File: src/rtl/trace_capture_defines.vh
`ifndef TRACE_CAPTURE_DEFINES_VH
`define TRACE_CAPTURE_DEFINES_VH

// Buffer and history sizes
`define TR_FIFO_DEPTH 16
`define TR_FIFO_AW 4
`define TR_HIST_DEPTH 8
`define TR_HIST_AW 3
// Free slots kept when the CPU is held
`define TR_STALL_SLACK 5'h03
// System bus carries 28 address bits
`define TR_SYS_ADDR_W 28
`define TR_SYS_MASK 32'h0FFFFFFF
// Instruction length, for completion-type exception sources
`define TR_INSTR_BYTES 32'h00000002

// Queued entry layout: type, flags, address, data
`define TR_REC_W 72
`define TR_TYPE_MSB 71
`define TR_TYPE_LSB 68
`define TR_FLAG_MSB 65
`define TR_FLAG_LSB 64
`define TR_ADDR_MSB 63
`define TR_ADDR_LSB 32
`define TR_DATA_MSB 31
`define TR_DATA_LSB 0

// Record type codes, first nibble on the port
`define TR_T_BRANCH 4'h1
`define TR_T_DEST 4'h2
`define TR_T_RD 4'h3
`define TR_T_WR 4'h4
`define TR_T_STRACE 4'h5
`define TR_T_LOST 4'h6
`define TR_T_WAIT 4'h7

// Address size codes
`define TR_SZ_32 2'h0
`define TR_SZ_16 2'h1
`define TR_SZ_8 2'h2
`define TR_SZ_4 2'h3

`endif

File: src/rtl/trace_fifo.v
`timescale 1ns/1ns
// Record queue between the event sources and the port serializer
module trace_fifo #(
   parameter W = 72,
   parameter D = 16,
   parameter AW = 4
)(
   input wire clk,
   input wire rst,
   input wire in_valid,
   input wire [W-1:0] in_data,
   output wire in_ready,
   output wire out_valid,
   output wire [W-1:0] out_data,
   input wire out_ready,
   output wire [AW:0] level
);
   reg [W-1:0] mem [0:D-1];
   reg [AW-1:0] wr_ff;
   reg [AW-1:0] rd_ff;
   reg [AW:0] cnt_ff;
   wire push;
   wire pop;

   // Full and empty straight from the occupancy count
   assign in_ready = (cnt_ff != D[AW:0]);
   assign out_valid = (cnt_ff != {(AW+1){1'b0}});
   assign out_data = mem[rd_ff];
   assign level = cnt_ff;
   assign push = in_valid & in_ready;
   assign pop = out_valid & out_ready;

   // Storage has no reset; only pointers need one
   always @(posedge clk)
   begin
      if (push)
         mem[wr_ff] <= in_data;
   end

   // Pointers wrap modulo D
   always @(posedge clk or posedge rst)
   begin
      if (rst)
      begin
         wr_ff <= {AW{1'b0}};
         rd_ff <= {AW{1'b0}};
         cnt_ff <= {(AW+1){1'b0}};
      end
      else
      begin
         if (push)
            wr_ff <= (wr_ff == D[AW-1:0] - 1'b1) ? {AW{1'b0}} : wr_ff + 1'b1;
         if (pop)
            rd_ff <= (rd_ff == D[AW-1:0] - 1'b1) ? {AW{1'b0}} : rd_ff + 1'b1;
         if (push & ~pop)
            cnt_ff <= cnt_ff + 1'b1;
         else if (pop & ~push)
            cnt_ff <= cnt_ff - 1'b1;
      end
   end
endmodule // trace_fifo

File: src/rtl/trace_capture.v
`timescale 1ns/1ns
`include "trace_capture_defines.vh"

// Function
// - Two window channels, each own address range
// - Window qualifies read, write, or both
// - Local bus source sees every CPU cycle
// - System bus source skips CPU cache hits
// - System bus addresses keep 28 bits only
// - Cache fills seen only via system bus
// - Software trace records PC plus one register
// - Branch gives source record then destination record
// - Realtime drop emits lost-data record
// - Non-realtime stall emits CPU-wait record
// - Branch source sent as difference
// - Window address sent as difference
// - Send 16, 8 or 4 low bits
// - History keeps last eight branches, overwriting oldest
// - Zero-displacement conditional branches not traced
// - Reset vector jump not traced
// - Completion exception source is next address
// - Non-realtime holds CPU while 3 or fewer queue slots are free
// - Realtime never stalls, drops new data
module trace_capture #(
   parameter FIFO_DEPTH = `TR_FIFO_DEPTH,
   parameter FIFO_AW = `TR_FIFO_AW
)(
   input wire clk,
   input wire rst,
   input wire trace_port_clock,
   input wire realtime_mode,
   input wire branch_trace_en,
   input wire sw_trace_en,
   input wire int_trace_en,
   input wire [1:0] win_en,
   input wire [1:0] win_rd_en,
   input wire [1:0] win_wr_en,
   input wire [1:0] win_sys_bus,
   input wire [63:0] win_lo,
   input wire [63:0] win_hi,
   input wire br_valid,
   input wire [31:0] br_src,
   input wire [31:0] br_dst,
   input wire br_zero_disp_cond,
   input wire br_reset,
   input wire br_compl_exc,
   input wire sw_valid,
   input wire [31:0] sw_pc,
   input wire [31:0] sw_reg,
   input wire lb_valid,
   input wire lb_write,
   input wire lb_fill,
   input wire [31:0] lb_addr,
   input wire [31:0] lb_data,
   input wire sb_valid,
   input wire sb_write,
   input wire sb_cache_hit,
   input wire [27:0] sb_addr,
   input wire [31:0] sb_data,
   input wire [2:0] hist_idx,
   output reg [31:0] hist_src,
   output reg [31:0] hist_dst,
   output reg [3:0] trace_output_port,
   output reg trace_sync,
   output reg cpu_stall
);
   // Narrowest field that still rebuilds the address
   function [1:0] size_code;
      input [31:0] a;
      input [31:0] p;
      begin
         if (a[31:4] == p[31:4])
            size_code = `TR_SZ_4;
         else if (a[31:8] == p[31:8])
            size_code = `TR_SZ_8;
         else if (a[31:16] == p[31:16])
            size_code = `TR_SZ_16;
         else
            size_code = `TR_SZ_32;
      end
   endfunction

   // Nibbles sent for a size code
   function [3:0] addr_nibs;
      input [1:0] s;
      begin
         case (s)
            `TR_SZ_4: addr_nibs = 4'h1;
            `TR_SZ_8: addr_nibs = 4'h2;
            `TR_SZ_16: addr_nibs = 4'h4;
            default: addr_nibs = 4'h8;
         endcase
      end
   endfunction

   reg ptc_s1_ff;
   reg ptc_s2_ff;
   reg ptc_s3_ff;
   wire tick;
   reg [31:0] hsrc_mem [0:`TR_HIST_DEPTH-1];
   reg [31:0] hdst_mem [0:`TR_HIST_DEPTH-1];
   reg [`TR_HIST_AW-1:0] hwp_ff;
   reg [`TR_HIST_DEPTH-1:0] hval_ff;
   reg [`TR_HIST_AW-1:0] hrd;
   reg lost_ff;
   reg nxt_lost;
   reg wait_ff;
   reg nxt_wait;
   reg nxt_stall;
   reg [71:0] sh_ff;
   reg [4:0] left_ff;
   reg dest_pend_ff;
   reg [31:0] dest_addr_ff;
   reg [31:0] prev_br_ff;
   reg [31:0] prev_win_ff;
   reg br_ok;
   reg [31:0] br_eff_src;
   reg [1:0] hit;
   reg [1:0] win_rec_flags;
   reg [31:0] win_addr;
   reg [31:0] win_data;
   reg win_wr;
   reg win_ok;
   reg [31:0] ca;
   reg [31:0] m;
   reg cv;
   reg cw;
   integer i;
   reg [1:0] n_ev;
   reg [`TR_REC_W-1:0] push_rec;
   reg push_valid;
   reg push_is_info;
   wire push_ready;
   wire [`TR_REC_W-1:0] head;
   wire head_valid;
   wire head_pop;
   wire [FIFO_AW:0] level;
   reg [3:0] ld_type;
   reg [1:0] ld_flags;
   reg [31:0] ld_addr;
   reg [31:0] ld_data;
   reg [1:0] ld_sz;
   reg [3:0] ld_an;
   reg [4:0] ld_len;
   reg [71:0] ld_body;
   wire idle;
   wire ld_avail;

   // Port clock is asynchronous; first stage feeds only the second
   always @(posedge clk or posedge rst)
   begin
      if (rst)
      begin
         ptc_s1_ff <= 1'b0;
         ptc_s2_ff <= 1'b0;
         ptc_s3_ff <= 1'b0;
      end
      else
      begin
         ptc_s1_ff <= trace_port_clock;
         ptc_s2_ff <= ptc_s1_ff;
         ptc_s3_ff <= ptc_s2_ff;
      end
   end
   assign tick = ptc_s2_ff & ~ptc_s3_ff;

   // Branch filtering and source correction
   always @*
   begin
      br_ok = br_valid & ~br_zero_disp_cond & ~br_reset;
      br_eff_src = br_compl_exc ? br_src + `TR_INSTR_BYTES : br_src;
   end

   // Per-channel range and cycle-type match
   always @*
   begin
      hit = 2'b00;
      ca = 32'h00000000;
      m = 32'hFFFFFFFF;
      cv = 1'b0;
      cw = 1'b0;
      for (i = 0; i < 2; i = i + 1)
      begin
         if (win_sys_bus[i])
         begin
            // cache hits invisible, upper 4 bits dropped
            cv = sb_valid & ~sb_cache_hit;
            cw = sb_write;
            ca = {4'h0, sb_addr};
            m = `TR_SYS_MASK;
         end
         else
         begin
            cv = lb_valid & ~lb_fill;
            cw = lb_write;
            ca = lb_addr;
            m = 32'hFFFFFFFF;
         end
         hit[i] = win_en[i] & cv & (cw ? win_wr_en[i] : win_rd_en[i])
            & ((ca & m) >= (win_lo[32*i +: 32] & m))
            & ((ca & m) <= (win_hi[32*i +: 32] & m));
      end
   end

   // Channel A wins when both channels match
   always @*
   begin
      win_ok = |hit;
      if (hit[0])
      begin
         win_rec_flags = {win_sys_bus[0], 1'b0};
         win_addr = win_sys_bus[0] ? {4'h0, sb_addr} : lb_addr;
         win_data = win_sys_bus[0] ? sb_data : lb_data;
         win_wr = win_sys_bus[0] ? sb_write : lb_write;
      end
      else
      begin
         win_rec_flags = {win_sys_bus[1], 1'b1};
         win_addr = win_sys_bus[1] ? {4'h0, sb_addr} : lb_addr;
         win_data = win_sys_bus[1] ? sb_data : lb_data;
         win_wr = win_sys_bus[1] ? sb_write : lb_write;
      end
   end

   // One record per cycle: branch, then software, then window
   always @*
   begin
      n_ev = {1'b0, br_ok & branch_trace_en} + {1'b0, sw_valid & sw_trace_en}
         + {1'b0, win_ok};
      push_is_info = 1'b0;
      push_valid = 1'b1;
      // event order kept by a single queue
      if (br_ok & branch_trace_en)
         push_rec = {`TR_T_BRANCH, 2'b00, 2'b00, br_eff_src, br_dst};
      else if (sw_valid & sw_trace_en)
         push_rec = {`TR_T_STRACE, 2'b00, 2'b00, sw_pc, sw_reg};
      else if (win_ok)
         push_rec = {win_wr ? `TR_T_WR : `TR_T_RD, 2'b00, win_rec_flags,
            win_addr, win_data};
      else if (wait_ff)
      begin
         push_rec = {`TR_T_WAIT, 4'h0, 64'h0};
         push_is_info = 1'b1;
      end
      else if (lost_ff)
      begin
         push_rec = {`TR_T_LOST, 4'h0, 64'h0};
         push_is_info = 1'b1;
      end
      else
      begin
         push_rec = {`TR_REC_W{1'b0}};
         push_valid = 1'b0;
      end
   end

   // Drop and stall bookkeeping; a new event beats a clear
   always @*
   begin
      nxt_stall = ~realtime_mode
         & ({{(5-FIFO_AW-1){1'b0}}, level} >= FIFO_DEPTH[4:0] - `TR_STALL_SLACK);
      // wait record on each new hold
      nxt_wait = (nxt_stall & ~cpu_stall)
         | (wait_ff & ~(push_is_info & push_ready));
      // lost record on any dropped event
      nxt_lost = ((n_ev > 2'd1) | ((n_ev != 2'd0) & ~push_ready))
         | (lost_ff & ~(push_is_info & push_ready & ~wait_ff));
   end

   always @(posedge clk or posedge rst)
   begin
      if (rst)
      begin
         cpu_stall <= 1'b0;
         wait_ff <= 1'b0;
         lost_ff <= 1'b0;
      end
      else
      begin
         cpu_stall <= nxt_stall;
         wait_ff <= nxt_wait;
         lost_ff <= nxt_lost;
      end
   end

   trace_fifo #(
      .W(`TR_REC_W),
      .D(FIFO_DEPTH),
      .AW(FIFO_AW)
   ) u_fifo (
      .clk(clk),
      .rst(rst),
      .in_valid(push_valid),
      .in_data(push_rec),
      .in_ready(push_ready),
      .out_valid(head_valid),
      .out_data(head),
      .out_ready(head_pop),
      .level(level)
   );

   // Next record to serialise: pending destination first
   assign idle = (left_ff == 5'd0);
   assign ld_avail = dest_pend_ff | head_valid;
   assign head_pop = tick & idle & ~dest_pend_ff & head_valid;

   always @*
   begin
      if (dest_pend_ff)
      begin
         ld_type = `TR_T_DEST;
         ld_flags = 2'b00;
         ld_addr = dest_addr_ff;
         ld_data = 32'h00000000;
      end
      else
      begin
         ld_type = head[`TR_TYPE_MSB:`TR_TYPE_LSB];
         ld_flags = head[`TR_FLAG_MSB:`TR_FLAG_LSB];
         ld_addr = head[`TR_ADDR_MSB:`TR_ADDR_LSB];
         ld_data = head[`TR_DATA_MSB:`TR_DATA_LSB];
      end
      // branch source against last branch source
      if (ld_type == `TR_T_BRANCH)
         ld_sz = size_code(ld_addr, prev_br_ff);
      // window address against last window address
      else if ((ld_type == `TR_T_RD) | (ld_type == `TR_T_WR))
         ld_sz = size_code(ld_addr, prev_win_ff);
      else
         ld_sz = `TR_SZ_32;
      // low-part widths from the size code
      ld_an = ((ld_type == `TR_T_LOST) | (ld_type == `TR_T_WAIT)) ? 4'h0
         : addr_nibs(ld_sz);
      ld_len = 5'd2 + {1'b0, ld_an};
      ld_body = ({40'h0, ld_addr} & ~({40'h0, 32'hFFFFFFFF} << {ld_an, 2'b00})) << 8;
      if ((ld_type == `TR_T_RD) | (ld_type == `TR_T_WR) | (ld_type == `TR_T_STRACE))
      begin
         ld_len = ld_len + 5'd8;
         ld_body = ld_body | ({40'h0, ld_data} << {ld_an, 2'b00} << 8);
      end
      ld_body = ld_body | {64'h0, ld_sz, ld_flags, ld_type};
   end

   // Nibble shifter: one nibble per port clock rising edge
   always @(posedge clk or posedge rst)
   begin
      if (rst)
      begin
         sh_ff <= 72'h0;
         left_ff <= 5'd0;
         dest_pend_ff <= 1'b0;
         dest_addr_ff <= 32'h00000000;
         prev_br_ff <= 32'h00000000;
         prev_win_ff <= 32'h00000000;
         trace_output_port <= 4'h0;
         trace_sync <= 1'b0;
      end
      else if (tick)
      begin
         if (~idle)
         begin
            trace_output_port <= sh_ff[3:0];
            trace_sync <= 1'b0;
            sh_ff <= sh_ff >> 4;
            left_ff <= left_ff - 5'd1;
         end
         else if (ld_avail)
         begin
            // Header nibble leaves at once, marked by sync
            trace_output_port <= ld_body[3:0];
            trace_sync <= 1'b1;
            sh_ff <= ld_body >> 4;
            left_ff <= ld_len - 5'd1;
            if (~dest_pend_ff & (ld_type == `TR_T_BRANCH))
            begin
               dest_pend_ff <= 1'b1;
               dest_addr_ff <= ld_data;
            end
            else
               dest_pend_ff <= 1'b0;
            if (ld_type == `TR_T_BRANCH)
               prev_br_ff <= ld_addr;
            if ((ld_type == `TR_T_RD) | (ld_type == `TR_T_WR))
               prev_win_ff <= ld_addr;
         end
         else
         begin
            trace_output_port <= 4'h0;
            trace_sync <= 1'b0;
         end
      end
   end

   always @(posedge clk)
   begin
      if (br_ok & int_trace_en)
      begin
         hsrc_mem[hwp_ff] <= br_eff_src;
         hdst_mem[hwp_ff] <= br_dst;
      end
   end

   // Index 0 reads the newest entry
   always @*
   begin
      hrd = hwp_ff - 3'd1 - hist_idx;
   end

   always @(posedge clk or posedge rst)
   begin
      if (rst)
      begin
         hwp_ff <= 3'd0;
         hval_ff <= {`TR_HIST_DEPTH{1'b0}};
         hist_src <= 32'h00000000;
         hist_dst <= 32'h00000000;
      end
      else
      begin
         if (br_ok & int_trace_en)
         begin
            hwp_ff <= hwp_ff + 3'd1;
            hval_ff[hwp_ff] <= 1'b1;
         end
         // Storage has no reset, so unwritten slots are masked to zero
         hist_src <= hval_ff[hrd] ? hsrc_mem[hrd] : 32'h00000000;
         hist_dst <= hval_ff[hrd] ? hdst_mem[hrd] : 32'h00000000;
      end
   end
endmodule // trace_capture

File: config.mk
export PLATFORM = sky130hd
export DESIGN_NAME = trace_capture
export DESIGN_NICKNAME = d
export VERILOG_FILES = /design/src/rtl/trace_fifo.v /design/src/rtl/trace_capture.v
export VERILOG_INCLUDE_DIRS = /design/src /design/src/rtl
export SDC_FILE = /design/constraint.sdc
export NUM_CORES = 2
export LEC_CHECK = 0
export BUFFER_PORTS_ARGS = -buffer_cell sky130_fd_sc_hd__buf_2
export CELL_PAD_IN_SITES_DETAIL_PLACEMENT = 1
export CELL_PAD_IN_SITES_GLOBAL_PLACEMENT = 1
export CORE_MARGIN = 10
export CORE_UTILIZATION = 40
export CTS_BUF_LIST = sky130_fd_sc_hd__clkbuf_4 sky130_fd_sc_hd__clkbuf_8
export CTS_CLUSTER_DIAMETER = 80
export DETAILED_ROUTE_END_ITERATION = 6
export GPL_TIMING_DRIVEN = 0
export PLACE_DENSITY_LB_ADDON = 0.1
export SLEW_MARGIN = 20
export SYNTH_ARGS = -nofsm -noshare
export SYNTH_HDL_FRONTEND = slang
export SYNTH_HIERARCHICAL = 1
export SYNTH_SLANG_ARGS = --single-unit
File: constraint.sdc
create_clock -name clk -period 18.8 [get_ports clk]
set_clock_uncertainty 0.1 [all_clocks]
set_input_delay 1.88 -clock clk [delete_from_list [all_inputs] [get_ports clk]]
set_output_delay 1.88 -clock clk [all_outputs]
set_load 0.02 [all_outputs]
==> flow_results.xml <==
<?xml version="1.0" encoding="UTF-8"?>
<metrics>
  <group name="placement">
    <metric name="placement.io_buffers" unit="">477</metric>
    <metric name="place.gp.congestion" unit="">0.941</metric>
    <metric name="dp_hpwl" unit="mm">212</metric>
    <metric name="placedInstanceArea" unit="µm²">91100</metric>
  </group>
  <group name="detailed_routing">
    <metric name="final_antenna_net_count" unit="">0</metric>
    <metric name="detail_route.drc_violations" unit="">0</metric>
    <metric name="number_of_detailed_route_iterations_in_the_first_pass" unit="">5</metric>
    <metric name="initial_drt_markers" unit="">4487</metric>
    <metric name="avg_wl_per_cell" unit="µm">31.2</metric>
    <metric name="route.final.wire_length" unit="mm">288</metric>
    <metric name="route.detailed.vias_per_inst" unit="">5.71</metric>
    <metric name="vias" unit="">52800</metric>
  </group>
  <group name="clocking">
    <metric name="ctsHoldBuffers" unit="">0</metric>
    <metric name="h-tree-depth" unit="">5</metric>
    <metric name="cts-buffers-inserted" unit="">339</metric>
    <metric name="clock_tree.root_cell" unit="">clkbuf_8</metric>
    <metric name="tritoncts" unit="">built</metric>
    <metric name="post_cts_sizing_count" unit="">0</metric>
    <metric name="clock-sinks" unit="">1893</metric>
    <metric name="clk_transition_reported_paths" unit="ns">0.05</metric>
    <metric name="number_of_buffers_added_for_setup_after_cts" unit="">0</metric>
    <metric name="clk_buf_depth" unit="">4</metric>
    <metric name="clock_insertion_delay_at_the_later_pin_of_the_skew_report" unit="ns">1.05</metric>
  </group>
  <group name="sta">
    <metric name="setup_viol_count_final" unit="">0</metric>
    <metric name="fin_tns_setup" unit="ns">0</metric>
    <metric name="hold_slack" unit="ns">0.254</metric>
    <metric name="post-route-period-util" unit="%">55.7</metric>
    <metric name="timing_hold_violations_final" unit="">0</metric>
    <metric name="max_freq" unit="GHz">0.0955</metric>
    <metric name="tightest_slew" unit="ns">1.22</metric>
    <metric name="setup_repair_after_global_routing_missed_its_margin" unit="">false</metric>
    <metric name="drv_slew" unit="">0</metric>
    <metric name="slew-limit-headroom" unit="%">18.7</metric>
    <metric name="layout_min_cycle_time" unit="ns">10.47</metric>
  </group>
  <group name="global_route">
    <metric name="first_global_vias" unit="">56000</metric>
    <metric name="grt_overflow" unit="">0</metric>
    <metric name="grt_first_pass_wirelength" unit="mm">409</metric>
    <metric name="grt_max_degree" unit="">96</metric>
    <metric name="antenna_found_initial" unit="">36</metric>
    <metric name="global_route.usage.total" unit="%">25.1</metric>
  </group>
  <group name="setup_path">
    <metric name="launch_point_of_the_worst_path" unit="">win_sys_bus[0]</metric>
    <metric name="arrival" unit="ns">11.06</metric>
    <metric name="worst-endpoint-required" unit="ns">19.40</metric>
    <metric name="worst-setup-path-type" unit="">in -&gt; reg</metric>
    <metric name="crit_fanout" unit="">10</metric>
    <metric name="worst-r2r-cell-count" unit="">19</metric>
    <metric name="reg2reg_from" unit="">u_fifo/rd_ff[2]</metric>
    <metric name="endpoint_kind" unit="">flop</metric>
    <metric name="worstSetupStartpointType" unit="">input pin</metric>
  </group>
  <group name="power">
    <metric name="power.share.sequential" unit="%">36.9</metric>
    <metric name="max-vdd-ir-drop" unit="mV">0.0893</metric>
    <metric name="power_leakage" unit="µW">0.0357</metric>
    <metric name="pwr-share-comb" unit="%">36.4</metric>
    <metric name="p_clk_share" unit="%">26.8</metric>
    <metric name="cell_internal_pwr" unit="µW">9090</metric>
    <metric name="netSwitchingPower" unit="µW">5300</metric>
    <metric name="netSwitchingFraction" unit="%">36.8</metric>
    <metric name="total_power" unit="µW">14400</metric>
    <metric name="power-per-cell-area" unit="nW/µm²">147</metric>
  </group>
  <group name="floorplan">
    <metric name="floorplan.rows" unit="">166</metric>
    <metric name="floorplan.die.height" unit="µm">473</metric>
    <metric name="design.core.area" unit="µm²">205000</metric>
    <metric name="io_pins" unit="">479</metric>
    <metric name="floorplan.die.width" unit="µm">473</metric>
    <metric name="die_area" unit="µm²">224000</metric>
    <metric name="starting_density" unit="%">40.2</metric>
  </group>
  <group name="cells_and_area">
    <metric name="filler_cell_count" unit="">20200</metric>
    <metric name="multi_input_comb_area" unit="µm²">25200</metric>
    <metric name="drive_above_1_share" unit="%">27.5</metric>
    <metric name="ff_latch_area" unit="µm²">55500</metric>
    <metric name="post_layout_nets" unit="">6854</metric>
    <metric name="layout.cell_area.non_filler" unit="µm²">97800</metric>
    <metric name="synthToLayoutAreaGrowth" unit="%">19.1</metric>
  </group>
  <group name="min_path">
    <metric name="whs_path_depth" unit="">0</metric>
    <metric name="min-delay-start" unit="">ptc_s1_ff</metric>
    <metric name="type_of_the_most_critical_hold_path" unit="">reg -&gt; reg</metric>
  </group>
  <group name="run">
    <metric name="max_cap_viol_count" unit="">0</metric>
  </group>
  <group name="run_status">
    <metric name="run_status" unit="">complete, no violations</metric>
  </group>
  <group name="logic_synthesis">
    <metric name="count_of_synthesis_stage_warnings_from_yosys" unit="">6</metric>
    <metric name="syn_area" unit="µm²">82200</metric>
    <metric name="postSynthAreaPerCell" unit="µm²">15.6</metric>
    <metric name="postSynthCellCount" unit="">5281</metric>
  </group>
</metrics>
[sequential cells by signal (all words and copies together), names as in the netlist, 3 cells and up]
name,count
u_fifo/wr_ff,4
hist_src,32
hwp_ff,3
prev_br_ff,28
u_fifo/mem,1120
hsrc_mem,256
trace_output_port,4
u_fifo/level,5
dest_addr_ff,32
prev_win_ff,28
hist_dst,32
u_fifo/rd_ff,4
hval_ff,8
sh_ff,68
left_ff,5
hdst_mem,256
[cell usage in the layout (no fill, tap or decap), types with 27 or more instances in the layout]
cell and instances:
nor3_1 58, mux2_2 97, nor2_1 106, nand2_1 474, buf_4 98, inv_1 139
buf_2 509, buf_12 46, clkbuf_4 134, mux4_2 256, edfxtp_1 1632, a21oi_1 204
o21ai_0 236, o21ai_1 43, nor3_2 43, buf_6 54, ha_1 144, xnor2_1 81
mux2i_1 350, clkinv_1 55, nand3_1 111, and3_1 34, nand2b_1 33, clkbuf_8 382
clkbuf_1 198, a22oi_1 213, nand4_1 27, dfrtp_1 261, a221oi_1 33
[stage by stage]
stage	setup slack [ns]	utilization [%]	cells
finish	8.33	47.8	9245
global route	8.02	47.8	9240
CTS	8.44	47.8	9230
detailed placement	7.36	44.5	8644
global placement	-2.33	43.0	8461
floorplan	7.45	-	5296
[metal layers]
metal	share of wire (%)	track usage [%]	up-vias
met2	48	40.8	1825
met5	0.075	0	-
met4	3.3	8.19	34
li1	-	-	22700
met1	43	33.7	27800
met3	6.5	5.40	520
[power groups by stage]
stage	Combinational, µW	Clock (µW)	Sequential (µW)
after floorplan	3030	0	5400
after global placement	5000	0	5460
after detailed placement	5230	0	5380
after CTS	5260	3940	5300
after global routing	5540	4130	5340
final	5240	3850	5300
[final timing paths]
path | end | slack, ns
max | u_fifo/mem[1][52] | 8.33
min | ptc_s2_ff | 0.25
max reg2reg | left_ff[4] | 11.59
min reg2reg | ptc_s2_ff | 0.25
max in group asynchronous | sh_ff[47] | 16.10
min in group asynchronous | hist_dst[24] | 0.94
[cell type report]
cell class,instances,area share [%]
multi-input cells,2952,25.7
clock buffers,508,6.34
diodes,14,0.0358
repair buffers,661,5.09
clock inverters,78,0.501
inverters,141,0.549
flip-flops and latches,1893,56.8
well taps,2688,3.44
plain buffers,310,1.56
[critical path: stages]
cell and delay (ns):
clkbuf_1 0.45, clkbuf_1 0.77, buf_2 0.64, buf_2 0.63
nor2b_1 0.21, ha_1 0.35, nand2_1 0.07, nor4_1 0.54
a31o_2 0.25, a31oi_1 0.04, nor4b_1 0.49, nand3_1 0.96
o21ai_1 0.87, inv_1 0.26, nand3_1 0.13, a21boi_0 0.29
buf_2 0.26, nand2_1 0.25, nor3_2 0.74, buf_4 0.34
buf_6 0.16, buf_4 0.19, buf_4 0.21
(Power assumes the default switching activity.)
